==> src/sequencer_map.svh <==
`ifndef SEQUENCER_MAP_SVH
`define SEQUENCER_MAP_SVH

// ----------------------------------------------------------------
// Register offsets (byte addresses on the plain port)
// ----------------------------------------------------------------
`define REG_CONFIG 8'h00
`define REG_CONTROL 8'h04
`define REG_INTERVAL 8'h08
`define REG_LIST_LAST 8'h0C
`define REG_SAMPLE_COUNT 8'h10
`define REG_STATUS 8'h14
`define REG_SAMPLE_DATA 8'h18

// ----------------------------------------------------------------
// Field positions
// ----------------------------------------------------------------
`define CFG_EXT_CLOCK_BIT 0
`define CFG_LIST_CLOCK_BIT 1
`define CFG_TRIG_LSB 2
`define CFG_TRIG_MSB 3
`define CTL_START_BIT 0
`define CTL_STOP_BIT 1
`define STS_ACTIVE_BIT 0
`define STS_ARMED_BIT 1
`define STS_FRESH_BIT 2
`define STS_GROUP_LSB 4
`define STS_GROUP_MSB 7
`define STS_DONE_LSB 16
`define STS_DONE_MSB 31

// ----------------------------------------------------------------
// Reset values
// ----------------------------------------------------------------
`define RST_EXT_CLOCK 1'h0
`define RST_LIST_CLOCK 1'h1
`define RST_TRIG_MODE 2'h0
`define RST_INTERVAL 16'h0064
`define RST_LIST_LAST 4'h1
`define RST_SAMPLE_COUNT 16'h0000

// ----------------------------------------------------------------
// Timing
// ----------------------------------------------------------------
`define CLK_PERIOD_NS 10
`define SYNC_LATENCY_NS 200
`define SYNC_LATENCY_CYCLES (`SYNC_LATENCY_NS / `CLK_PERIOD_NS)

`endif

==> src/sequencer_pkg.sv <==
package sequencer_pkg;

	typedef enum logic [1:0] {
		ST_IDLE = 2'h0,
		ST_ARMED = 2'h1,
		ST_PACE = 2'h3,
		ST_LIST = 2'h2
	} seq_state_e;

	typedef enum logic [1:0] {
		TRIG_OFF = 2'h0,
		TRIG_SINGLE = 2'h1,
		TRIG_GATED = 2'h2
	} trig_mode_e;

	typedef struct packed {
		logic meta;
		logic level;
		logic level_d;
		logic rise;
	} sync_s;

	typedef struct packed {
		seq_state_e state;
		logic ext_clock_enable;
		logic list_clock_select;
		logic [1:0] trigger_mode_select;
		logic [15:0] interval;
		logic [3:0] list_last;
		logic [15:0] sample_count;
		logic [15:0] done_count;
		logic [3:0] group;
		logic [15:0] timer;
		logic convert_strobe;
		logic [3:0] convert_group;
		logic [15:0] sample_data;
		logic sample_fresh;
		logic sampling_active;
		logic [31:0] rd_data;
	} seq_s;

endpackage : sequencer_pkg

==> src/edge_sync.sv <==
`timescale 1ns/1ns

module edge_sync (
	input wire logic sys_clk,
	input wire logic sys_rst,
	input wire logic pin,
	output logic level,
	output logic rise
);

	sequencer_pkg::sync_s r;
	sequencer_pkg::sync_s next_r;

	// Only the second stage reads the first; edge logic looks at stages two and three
	always_comb begin
		next_r = r;
		next_r.meta = pin;
		next_r.level = r.meta;
		next_r.level_d = r.level;
		next_r.rise = r.level & ~r.level_d;
	end

	always_ff @(posedge sys_clk) begin
		if (sys_rst) begin
			r <= '0;
		end else begin
			r <= next_r;
		end
	end

	assign level = r.level;
	assign rise = r.rise;

endmodule : edge_sync

==> src/sample_clock_trigger_sequencer.sv <==
//
// Overview of operation
// - Whole-list mode: each clock edge converts list
// - First group on edge, rest interval spaced
// - No maximum external clock period
// - Single-group mode: one group per edge
// - After last entry, wrap to first
// - Converted value readable from the next cycle
// - No trailing flush cycle after stop
// - Trigger mode: single-shot, gated, off default
// - Single-shot holds off until trigger high
// - Run until stop or sample count
// - First conversion aligned to trigger edge
// - Gated: sample while high, stop low
// - Whole-list gate-off waits for list end
// - Single-group gate-off at group end
// - Gated restart aligned like single-shot
// - Triggered external clock starts next edge
// - Clock style selectable, whole-list default
// - Synchronization latency under 200 ns
//
// Local design decisions: the register addresses and the plain strobed port.
`timescale 1ns/1ns
`include "sequencer_map.svh"

module sample_clock_trigger_sequencer (
	input wire logic sys_clk,
	input wire logic sys_rst,
	input wire logic [7:0] addr,
	input wire logic [31:0] wr_data,
	input wire logic wr_en,
	input wire logic rd_en,
	output logic [31:0] rd_data,
	input wire logic ext_clock_pin,
	input wire logic trigger_pin,
	input wire logic [15:0] adc_data,
	input wire logic adc_valid,
	output logic convert_strobe,
	output logic [3:0] convert_group,
	output logic sampling_active
);

	// ----------------------------------------------------------------
	// Pin synchronizers
	// ----------------------------------------------------------------
	logic ext_level;
	logic ext_rise;
	logic trig_level;
	logic trig_rise;

	// Both pins come from outside the clock domain
	// Rise reaches the state machine three cycles after the pin, far inside the latency bound
	edge_sync u_ext_sync (
		.sys_clk(sys_clk),
		.sys_rst(sys_rst),
		.pin(ext_clock_pin),
		.level(ext_level),
		.rise(ext_rise)
	);

	edge_sync u_trig_sync (
		.sys_clk(sys_clk),
		.sys_rst(sys_rst),
		.pin(trigger_pin),
		.level(trig_level),
		.rise(trig_rise)
	);

	// ----------------------------------------------------------------
	// State
	// ----------------------------------------------------------------
	sequencer_pkg::seq_s r;
	sequencer_pkg::seq_s next_r;

	logic fire;
	logic trig_ok;
	logic gated;
	logic whole_list;
	logic last_entry;
	logic stop_req;
	logic start_req;
	logic [15:0] done_next;

	always_comb begin
		next_r = r;
		fire = 1'b0;
		trig_ok = 1'b0;
		gated = 1'b0;
		whole_list = 1'b0;
		last_entry = 1'b0;
		stop_req = 1'b0;
		start_req = 1'b0;
		done_next = 16'h0000;
		next_r.convert_strobe = 1'b0;
		next_r.rd_data = 32'h00000000;

		// ------------------------------------------------------------
		// Register writes
		// ------------------------------------------------------------
		if (wr_en) begin
			unique case (addr)
				`REG_CONFIG: begin
					next_r.ext_clock_enable = wr_data[`CFG_EXT_CLOCK_BIT];
					next_r.list_clock_select = wr_data[`CFG_LIST_CLOCK_BIT];
					next_r.trigger_mode_select = wr_data[`CFG_TRIG_MSB:`CFG_TRIG_LSB];
				end
				`REG_CONTROL: begin
					start_req = wr_data[`CTL_START_BIT];
					stop_req = wr_data[`CTL_STOP_BIT];
				end
				`REG_INTERVAL: begin
					next_r.interval = wr_data[15:0];
				end
				`REG_LIST_LAST: begin
					next_r.list_last = wr_data[3:0];
				end
				`REG_SAMPLE_COUNT: begin
					// Zero leaves the run without a count limit
					next_r.sample_count = wr_data[15:0];
				end
				default: ;
			endcase
		end

		// ------------------------------------------------------------
		// Register reads, answered one cycle later
		// ------------------------------------------------------------
		if (rd_en) begin
			unique case (addr)
				`REG_CONFIG: begin
					next_r.rd_data[`CFG_EXT_CLOCK_BIT] = r.ext_clock_enable;
					next_r.rd_data[`CFG_LIST_CLOCK_BIT] = r.list_clock_select;
					next_r.rd_data[`CFG_TRIG_MSB:`CFG_TRIG_LSB] = r.trigger_mode_select;
				end
				`REG_INTERVAL: begin
					next_r.rd_data[15:0] = r.interval;
				end
				`REG_LIST_LAST: begin
					next_r.rd_data[3:0] = r.list_last;
				end
				`REG_SAMPLE_COUNT: begin
					next_r.rd_data[15:0] = r.sample_count;
				end
				`REG_STATUS: begin
					next_r.rd_data[`STS_ACTIVE_BIT] = r.sampling_active;
					next_r.rd_data[`STS_ARMED_BIT] = (r.state == sequencer_pkg::ST_ARMED);
					next_r.rd_data[`STS_FRESH_BIT] = r.sample_fresh;
					next_r.rd_data[`STS_GROUP_MSB:`STS_GROUP_LSB] = r.group;
					next_r.rd_data[`STS_DONE_MSB:`STS_DONE_LSB] = r.done_count;
				end
				`REG_SAMPLE_DATA: begin
					next_r.rd_data[15:0] = r.sample_data;
					next_r.sample_fresh = 1'b0;
				end
				default: ;
			endcase
		end

		// ------------------------------------------------------------
		// Sample capture
		// ------------------------------------------------------------
		// Single stage: the value lands in the readable register as it arrives
		// A new value in the cycle of a read wins, so fresh never drops a sample
		if (adc_valid) begin
			next_r.sample_data = adc_data;
			next_r.sample_fresh = 1'b1;
		end

		// ------------------------------------------------------------
		// Sequencing
		// ------------------------------------------------------------
		if (r.timer != 16'h0000) begin
			next_r.timer = r.timer - 16'h0001;
		end

		// ------------------------------------------------------------
		// Trigger qualification
		// ------------------------------------------------------------
		// Level, not edge, releases the armed state; code three acts as off
		gated = (r.trigger_mode_select == sequencer_pkg::TRIG_GATED);
		whole_list = r.ext_clock_enable & r.list_clock_select;
		last_entry = (r.group == r.list_last);
		unique case (r.trigger_mode_select)
			sequencer_pkg::TRIG_SINGLE: trig_ok = trig_level;
			sequencer_pkg::TRIG_GATED: trig_ok = trig_level;
			default: trig_ok = 1'b1;
		endcase

		// ------------------------------------------------------------
		// Run state machine
		// ------------------------------------------------------------
		unique case (r.state)
			sequencer_pkg::ST_IDLE: begin
				// Nothing converts until software starts a run
			end
			sequencer_pkg::ST_ARMED: begin
				if (trig_ok) begin
					if (r.ext_clock_enable) begin
						// Wait for the first clock edge after the trigger
						next_r.state = sequencer_pkg::ST_PACE;
					end else begin
						// Internal pacing converts on the trigger itself
						fire = 1'b1;
					end
				end
			end
			sequencer_pkg::ST_PACE: begin
				// Here a group or a whole list has just ended, or an external-clock run waits for its first edge
				if (gated & ~trig_level) begin
					next_r.state = sequencer_pkg::ST_ARMED;
				end else if (r.ext_clock_enable) begin
					// No time-out: waits on the edge forever
					fire = ext_rise;
				end else begin
					fire = (r.timer == 16'h0000);
				end
			end
			sequencer_pkg::ST_LIST: begin
				// Gate is not looked at inside a list
				fire = (r.timer == 16'h0000);
			end
		endcase

		// ------------------------------------------------------------
		// Stop
		// ------------------------------------------------------------
		// A stop drops the run at once with no flush conversion
		if (stop_req) begin
			fire = 1'b0;
			next_r.state = sequencer_pkg::ST_IDLE;
		end

		// ------------------------------------------------------------
		// Conversion launch
		// ------------------------------------------------------------
		if (fire) begin
			done_next = r.done_count + 16'h0001;
			next_r.convert_strobe = 1'b1;
			next_r.convert_group = r.group;
			next_r.done_count = done_next;
			// Interval of zero behaves as one cycle
			next_r.timer = (r.interval == 16'h0000) ? 16'h0000 : r.interval - 16'h0001;
			next_r.group = last_entry ? 4'h0 : r.group + 4'h1;
			if (whole_list & ~last_entry) begin
				next_r.state = sequencer_pkg::ST_LIST;
			end else begin
				next_r.state = sequencer_pkg::ST_PACE;
			end
			// Count limit ends the run on its last conversion
			if ((r.sample_count != 16'h0000) && (done_next == r.sample_count)) begin
				next_r.state = sequencer_pkg::ST_IDLE;
			end
		end

		// ------------------------------------------------------------
		// Run start
		// ------------------------------------------------------------
		// A start while running is ignored: software must stop first
		if (start_req & ~stop_req & (r.state == sequencer_pkg::ST_IDLE)) begin
			next_r.state = sequencer_pkg::ST_ARMED;
			next_r.group = 4'h0;
			next_r.done_count = 16'h0000;
			next_r.timer = 16'h0000;
		end

		next_r.sampling_active = (next_r.state != sequencer_pkg::ST_IDLE);
	end

	// ----------------------------------------------------------------
	// State register
	// ----------------------------------------------------------------
	// Reset restores the default modes and settings
	always_ff @(posedge sys_clk) begin
		if (sys_rst) begin
			r <= '0;
			r.state <= sequencer_pkg::ST_IDLE;
			r.ext_clock_enable <= `RST_EXT_CLOCK;
			r.list_clock_select <= `RST_LIST_CLOCK;
			r.trigger_mode_select <= `RST_TRIG_MODE;
			r.interval <= `RST_INTERVAL;
			r.list_last <= `RST_LIST_LAST;
			r.sample_count <= `RST_SAMPLE_COUNT;
		end else begin
			r <= next_r;
		end
	end

	// ----------------------------------------------------------------
	// Outputs
	// ----------------------------------------------------------------
	// Every output is a field of the state register
	assign rd_data = r.rd_data;
	assign convert_strobe = r.convert_strobe;
	assign convert_group = r.convert_group;
	assign sampling_active = r.sampling_active;

endmodule : sample_clock_trigger_sequencer

==> config.mk <==
export PLATFORM = sky130hd
export DESIGN_NAME = sample_clock_trigger_sequencer
export DESIGN_NICKNAME = d
export VERILOG_FILES = /design/src/sequencer_pkg.sv /design/src/edge_sync.sv /design/src/sample_clock_trigger_sequencer.sv
export VERILOG_INCLUDE_DIRS = /design/src
export SDC_FILE = /design/constraint.sdc
export NUM_CORES = 1
export LEC_CHECK = 0
export CAP_MARGIN = 40
export CORE_MARGIN = 1.5
export CORE_UTILIZATION = 64
export CTS_BUF_LIST = sky130_fd_sc_hd__clkbuf_2 sky130_fd_sc_hd__clkbuf_4 sky130_fd_sc_hd__clkbuf_8
export DETAILED_ROUTE_END_ITERATION = 6
export DONT_BUFFER_PORTS = 1
export MAX_ROUTING_LAYER = met4
export PLACE_DENSITY = 0.86
export SETUP_SLACK_MARGIN = 0.5
export SYNTH_ARGS = -nofsm -noshare
export SYNTH_HDL_FRONTEND = slang
export SYNTH_HIERARCHICAL = 1
export SYNTH_SLANG_ARGS = --single-unit
==> constraint.sdc <==
create_clock -name sys_clk -period 3.47 [get_ports sys_clk]
set_input_delay 0.694 -clock sys_clk [delete_from_list [all_inputs] [get_ports sys_clk]]
set_output_delay 0.694 -clock sys_clk [all_outputs]
set_load 0.01 [all_outputs]
==> out/metrics.csv, run 1 <==
stage,metric,value,unit
worst_setup_path,cp.required,3.85,ns
place,dp_hpwl,11700,µm
sta,skew,0.00838,ns
synthesis,yosysWarnings,6,
pwr,netSwitchingPower,0.00123,W
pwr,clock_power_share,37.0,%
global_route,grt_pass1_vias,5574,
cells_and_area,final_cell_mix,"dfxtp_1 (139), nand2_1 (97), nor2_1 (72), a21oi_1 (72), nand3_1 (60)",
cts,htreeDepth,4,
cts,insertion_delay,0.45,ns
detailed_routing,initialDrtViolationCount,606,
cells_and_area,finalInstanceArea,7010,µm²
worst_setup_path,ff2ff_setup_slack,0.67,ns
pwr,power.leakage,2.46,nW
sta,finalCriticalPeriod,2.80,ns
sta,rsz0062_at_grt,no,
global_route,grt_max_degree,73,
worst_setup_path,r2r-start,r[63],
floorplan,die_y,105,µm
detailed_routing,post_drt_wl_per_cell,18.5,µm
min_path,hold_start,sys_rst,
worst_setup_path,worst_setup_path_start_kind,flip-flop,
cells_and_area,nets,827,
place,portBuffers,0,
floorplan,row_count,37,
floorplan,pin_count,101,
detailed_routing,dr.pass1.iters,5,
sta,setup-tns-final,0,ns
pwr,power_frac_seq,42.7,%
synthesis,synth_cells,816,
worst_setup_path,path_max_fanout,37,
worst_setup_path,crit_path_end_kind,flip-flop,
sta,final_hold_viol_count,0,
cts,clock_path_buffers,2,
worst_setup_path,criticalPathCategory,flip-flop to flip-flop,
sta,setup_viol,0,
cts,clkSinkCount,139,
global_route,antenna_found_initial,0,
cts,numCtsBuffers,17,
place,placed_cell_area,6510,µm²
sta,worst_pin_slew,0.693,ns
global_route,track_usage,32.3,%
floorplan,start_util,65.6,%
pwr,powerDensity,614,nW/µm²
pwr,power_switching_share,28.5,%
sta,max_freq,357,MHz
pwr,p_int,0.00308,W
min_path,worstHoldPathCells,1,
detailed_routing,num_vias,5763,
worst_setup_path,r2r_cells,8,
synthesis,avgSynthCellArea,8.23,µm²
cells_and_area,final_util,68.5,%
cells_and_area,layout_commonest_cell,dfxtp_1,
global_route,grt_pass1_wl,27300,µm
detailed_routing,routed_wl,16800,µm
pwr,ir_drop,0.459,mV
detailed_routing,drc,0,
cells_and_area,fillers,810,
sta,min_period_over_period,80.8,%
floorplan,core,10200,µm²
worst_setup_path,worstSetupStartpoint,r[63],
min_path,hold_path.class,input port to flip-flop,
global_route,overflow,0,
worst_setup_path,r2r_end,r[86],
place,gp_congestion,0.979,
detailed_routing,drtAntennaViolNets,0,
synthesis,syn-num-nets,884,
floorplan,die_w,105,µm
cts,postCtsSetupBuffers,0,
synthesis,netlist_area,6720,µm²
cts,cts_tree,yes,
detailed_routing,vias_per_cell,6.35,
pwr,p_comb_share,20.3,%
worst_setup_path,crit_end,r[86],
cells_and_area,drive_gt1_share,7.77,%
worst_setup_path,arrival,3.19,ns
floorplan,dieArea,11100,µm²
sta,maxSlewViolCount,0,
cts,cts_hold_buffers,0,
status,status,finished clean,
cells_and_area,area_growth,4.34,%
cells_and_area,diodes,0,
job,max_cap_violations,0,
cts,clk_pin_slew,0.08,ns
cts,cts-root-buf,clkbuf_8,
sta,relSlewSlack,53.8,%
pwr,finalPower,0.00430,W
-- cell type report --
type | count | area, µm² | share of cell area, %
well taps | 136 | 170 | 2.43
repair buffers | 12 | 85.1 | 1.21
flip-flops and latches | 139 | 2780 | 39.7
clock buffers | 21 | 277 | 3.95
clock inverters | 11 | 214 | 3.05
inverters | 13 | 48.8 | 0.696
multi-input cells | 576 | 3430 | 49.0
-- metal layers --
| layer | track usage (%) | part of all wire (%) | vias up |
|---|---|---|---|
| met5 | - | 0 | - |
| met4 | 13.6 | 3.1 | 0 |
| met3 | 10.6 | 8.5 | 48 |
| met2 | 52.8 | 49 | 271 |
| met1 | 36.2 | 40 | 2750 |
| li1 | - | - | 2694 |
-- registers in the layout (all words and copies together) (netlist names) --
name / flops
convert_group: 4
convert_strobe: 1
r: 95
rd_data: 32
sampling_active: 1
u_ext_sync/level: 1
u_ext_sync/next_r: 1
u_ext_sync/r: 1
u_ext_sync/rise: 1
u_trig_sync/level: 1
u_trig_sync/next_r: 1
-- power groups by stage --
stage / clock [W] / combinational (W) / sequential, W
2_1_floorplan: 0 / 0.000726 / 0.00183
3_3_place_gp: 0 / 0.000811 / 0.00185
3_5_place_dp: 0 / 0.000854 / 0.00187
4_1_cts: 0.00161 / 0.000862 / 0.00183
5_1_grt: 0.00168 / 0.000966 / 0.00185
6_report: 0.00159 / 0.000872 / 0.00184
-- critical path, cell delays in order (launching register included) --
cell and delay, ns:
dfxtp_1 0.36, or4_4 0.57, nand2b_4 0.17, or3_4 0.42
a211o_1 0.30, buf_4 0.25, or3_4 0.43, xor2_1 0.14
nor2_1 0.10
-- what timing repair did --
| action | CTS | global route |
|---|---|---|
| endpoints found under the hold margin | 0 | 0 |
| setup endpoints to repair | 0 | 1 |
| resized for setup | 0 | 1 |
-- stage by stage --
step	hold WS, ns	instances	worst slack, ns
6_report	0.311	908	0.667
3_3_place_gp	0.398	874	0.699
4_1_cts	0.286	908	0.662
5_1_grt	0.276	908	0.546
2_1_floorplan	0.387	816	0.968
3_5_place_dp	0.400	876	0.683
-- how the worst min path moves through the flow --
stage | endpoint | slack (ns)
after floorplan | u_ext_sync/rise | 0.39
after global placement | u_ext_sync/rise | 0.40
after detailed placement | u_ext_sync/rise | 0.40
after CTS | r[102] | 0.29
after global routing | u_ext_sync/level | 0.28
final | r[37] | 0.31
Power figures use the tool's default switching activity.
==> run 2, diff against run 1 <==
- ABC_AREA: not set -> 1
- clock period: 3.47 -> 2.64 ns (I/O delays scaled with it)
==> run 2 against run 1 <==
  * Clock power increased by 16%
  * Critical endpoint is now r[56]
  * Largest cell class unchanged
  * The run now ends with DRC left
  * Die area increased by 1.5%
  * First-iteration DRC count rose by 2.5%
  * Sequential cell count is the same
  * Final cell count up 19%
  * Synthesized area increased by 1.6%
  * Critical path depth increased by 5
  * Routed wire length increased by 5.3%
  * Sequential share of layout area decreased by 1.8 points
==> out/metrics.csv, run 2 <==
stage,metric,value,unit,change
status,status,finished with violations,,
status,violations,DRC,,
global_route,grt_max_degree,50,,-32%
detailed_routing,num_vias,6206,,+7.7%
worst_setup_path,arrival,2.52,ns,-0.67 ns
sta,maxSlewViolCount,0,,unchanged
pwr,netSwitchingPower,0.00156,W,+27%
synthesis,syn-num-nets,1027,,+16%
sta,finalCriticalPeriod,2.13,ns,-0.678 ns
cells_and_area,regMostFlops,r,,
floorplan,dieArea,11300,µm²,+1.5%
sta,skew,0.00912,ns,+0.000738 ns
detailed_routing,initialDrtViolationCount,621,,+2.5%
floorplan,die_y,106,µm,+0.77%
sta,fin_hold_ws,0.129,ns,-0.183 ns
cells_and_area,final_cell_mix,"nand2_1 (142), dfxtp_1 (134), nor2_1 (128), inv_1 (117), a21oi_1 (80)",,
cells_and_area,finalInstanceArea,7360,µm²,+5.0%
detailed_routing,routed_wl,17700,µm,+5.3%
sta,min_period_over_period,80.5,%,-0.27 points
synthesis,yosysWarnings,6,,unchanged
worst_setup_path,r2r_end,r[56],,
cells_and_area,nets,1002,,+21%
job,max_cap_violations,0,,unchanged
place,gp_congestion,0.990,,+1.1%
floorplan,die_w,106,µm,+0.77%
sta,rsz0062_at_grt,no,,
pwr,clock_power_share,35.2,%,-1.8 points
cts,insertion_delay,0.46,ns,about the same
cts,numCtsBuffers,17,,unchanged
global_route,antenna_found_initial,0,,unchanged
detailed_routing,dr.pass1.iters,7,,+2
min_path,worstHoldPathCells,1,,unchanged
pwr,p_int,0.00370,W,+20%
worst_setup_path,criticalPathCategory,flip-flop to flip-flop,,
pwr,power_frac_seq,44.1,%,+1.4 points
sta,max_freq,470,MHz,+32%
min_path,min_to,convert_group[0],,
sta,relSlewSlack,43.6,%,-10 points
floorplan,pin_count,101,,unchanged
sta,setup-tns-final,0,ns,unchanged
synthesis,synth_cells,959,,+18%
worst_setup_path,r2r_cells,13,,+5
floorplan,start_util,66.1,%,+0.44 points
sta,final_hold_viol_count,0,,unchanged
cells_and_area,final_util,71.3,%,+2.8 points
worst_setup_path,crit_path_end_kind,flip-flop,,
global_route,grt_pass1_wl,26800,µm,-1.7%
synthesis,netlist_area,6820,µm²,+1.6%
detailed_routing,drtAntennaViolNets,0,,unchanged
detailed_routing,vias_per_cell,5.73,,-9.7%
global_route,grt_pass1_vias,5499,,-1.3%
floorplan,core,10300,µm²,+0.91%
sta,worst_pin_slew,0.845,ns,+0.152 ns
cts,clock_path_buffers,2,,unchanged
pwr,power.leakage,3.08,nW,+25%
pwr,ir_drop,0.569,mV,+24%
worst_setup_path,path_max_fanout,6,,-84%
detailed_routing,post_drt_wl_per_cell,16.3,µm,-12%
detailed_routing,drc,2,,+2
worst_setup_path,worst_setup_path_start_kind,flip-flop,,
cts,cts_tree,yes,,
min_path,hold_start,sys_rst,,
worst_setup_path,cp.required,3.03,ns,-0.82 ns
worst_setup_path,cp_slowest_cell,dfxtp_1,,
pwr,finalPower,0.00526,W,+22%
global_route,track_usage,31.4,%,-0.84 points
place,portBuffers,0,,unchanged
global_route,overflow,0,,unchanged
worst_setup_path,ff2ff_setup_slack,0.51,ns,-0.15 ns
worst_setup_path,slowest_delay,0.36,ns,-0.21 ns
cells_and_area,area_growth,7.89,%,
sta,setup_viol,0,,unchanged
place,placed_cell_area,6650,µm²,+2.1%
min_path,hold_path.class,input port to flip-flop,,
cts,clk_pin_slew,0.08,ns,about the same
cts,cts-root-buf,clkbuf_8,,
cells_and_area,drive_gt1_share,10.6,%,+2.8 points
pwr,p_comb_share,20.6,%,+0.3 points
place,dp_hpwl,12200,µm,+4.3%
synthesis,avgSynthCellArea,7.11,µm²,-14%
pwr,powerDensity,715,nW/µm²,+16%
cells_and_area,largest_register_ffs,95,,unchanged
cells_and_area,layout_commonest_cell,nand2_1,,
pwr,power_switching_share,29.7,%,+1.1 points
floorplan,row_count,37,,unchanged
worst_setup_path,r2r-start,r[59],,
cts,htreeDepth,4,,unchanged
cts,clkSinkCount,139,,unchanged
cells_and_area,diodes,0,,unchanged
worst_setup_path,path_cells,"nor2_4, nand2_2, nor2_4, nand4_4, nor2_2, nor2_1, nand2_2, nand2_8, buf_12, buf_4, nor3_2, nor2_1, a21oi_1",,
[run 2: routing by layer]
layer,vias up,track usage [%],wire [µm],share of wire [%]
li1,3051,-,-,-
met1,2765,40.1,7480,42
met2,330,47.1,8030,45
met3,60,7.73,1640,9.3
met4,0,14.4,554,3.1
met5,-,-,0,0
[run 2: area by class of cell]
type	count	area (µm²)
multi-input combinational	632	3290
fill	822	2960
sequential	139	2790
inverter	127	489
clock buffer	22	297
timing repair buffer	17	188
tap	136	170
clock inverter	10	138
[run 2: how the worst max path moves through the flow]
stage / from / endpoint / slack (ns) / depth (start not counted)
floorplan: addr[1] / r[123] / 0.80 / 9
global placement: addr[5] / r[56] / 0.33 / 11
detailed placement: r[75] / sampling_active / 0.30 / 14
CTS: r[75] / sampling_active / 0.46 / 16
global route: r[59] / r[62] / 0.43 / 13
finish: r[59] / r[56] / 0.51 / 13
[run 2: metrics by stage]
step	setup WS, ns	cells
2_1_floorplan	0.797	959
3_3_place_gp	0.331	1039
3_5_place_dp	0.304	1039
4_1_cts	0.464	1072
5_1_grt	0.426	1083
6_report	0.514	1083
[run 2: what timing repair did]
action	4_1_cts	5_1_grt
gates cloned	0	3
hold buffers	0	0
pin swaps	0	9
gates resized for setup	4	44
endpoints found under the setup margin	19	36
buffers inserted	1	8
[run 2: worst max-delay path: cells and delay by family (launching register included)]
family,cells,cell delay [ns]
DFF,1,0.36
AOI/OAI and AO/OA,1,0.13
and+or+nand+nor,10,1.21
buffers and inverters,2,0.34
[run 2: power groups by stage]
stage / Sequential [W] / Clock, W / Combinational [W]
global placement: 0.00235 / 0 / 0.000880
global route: 0.00233 / 0.00196 / 0.00121
CTS: 0.00231 / 0.00187 / 0.000925
floorplan: 0.00233 / 0 / 0.000758
detailed placement: 0.00236 / 0 / 0.000897
finish: 0.00232 / 0.00185 / 0.00109
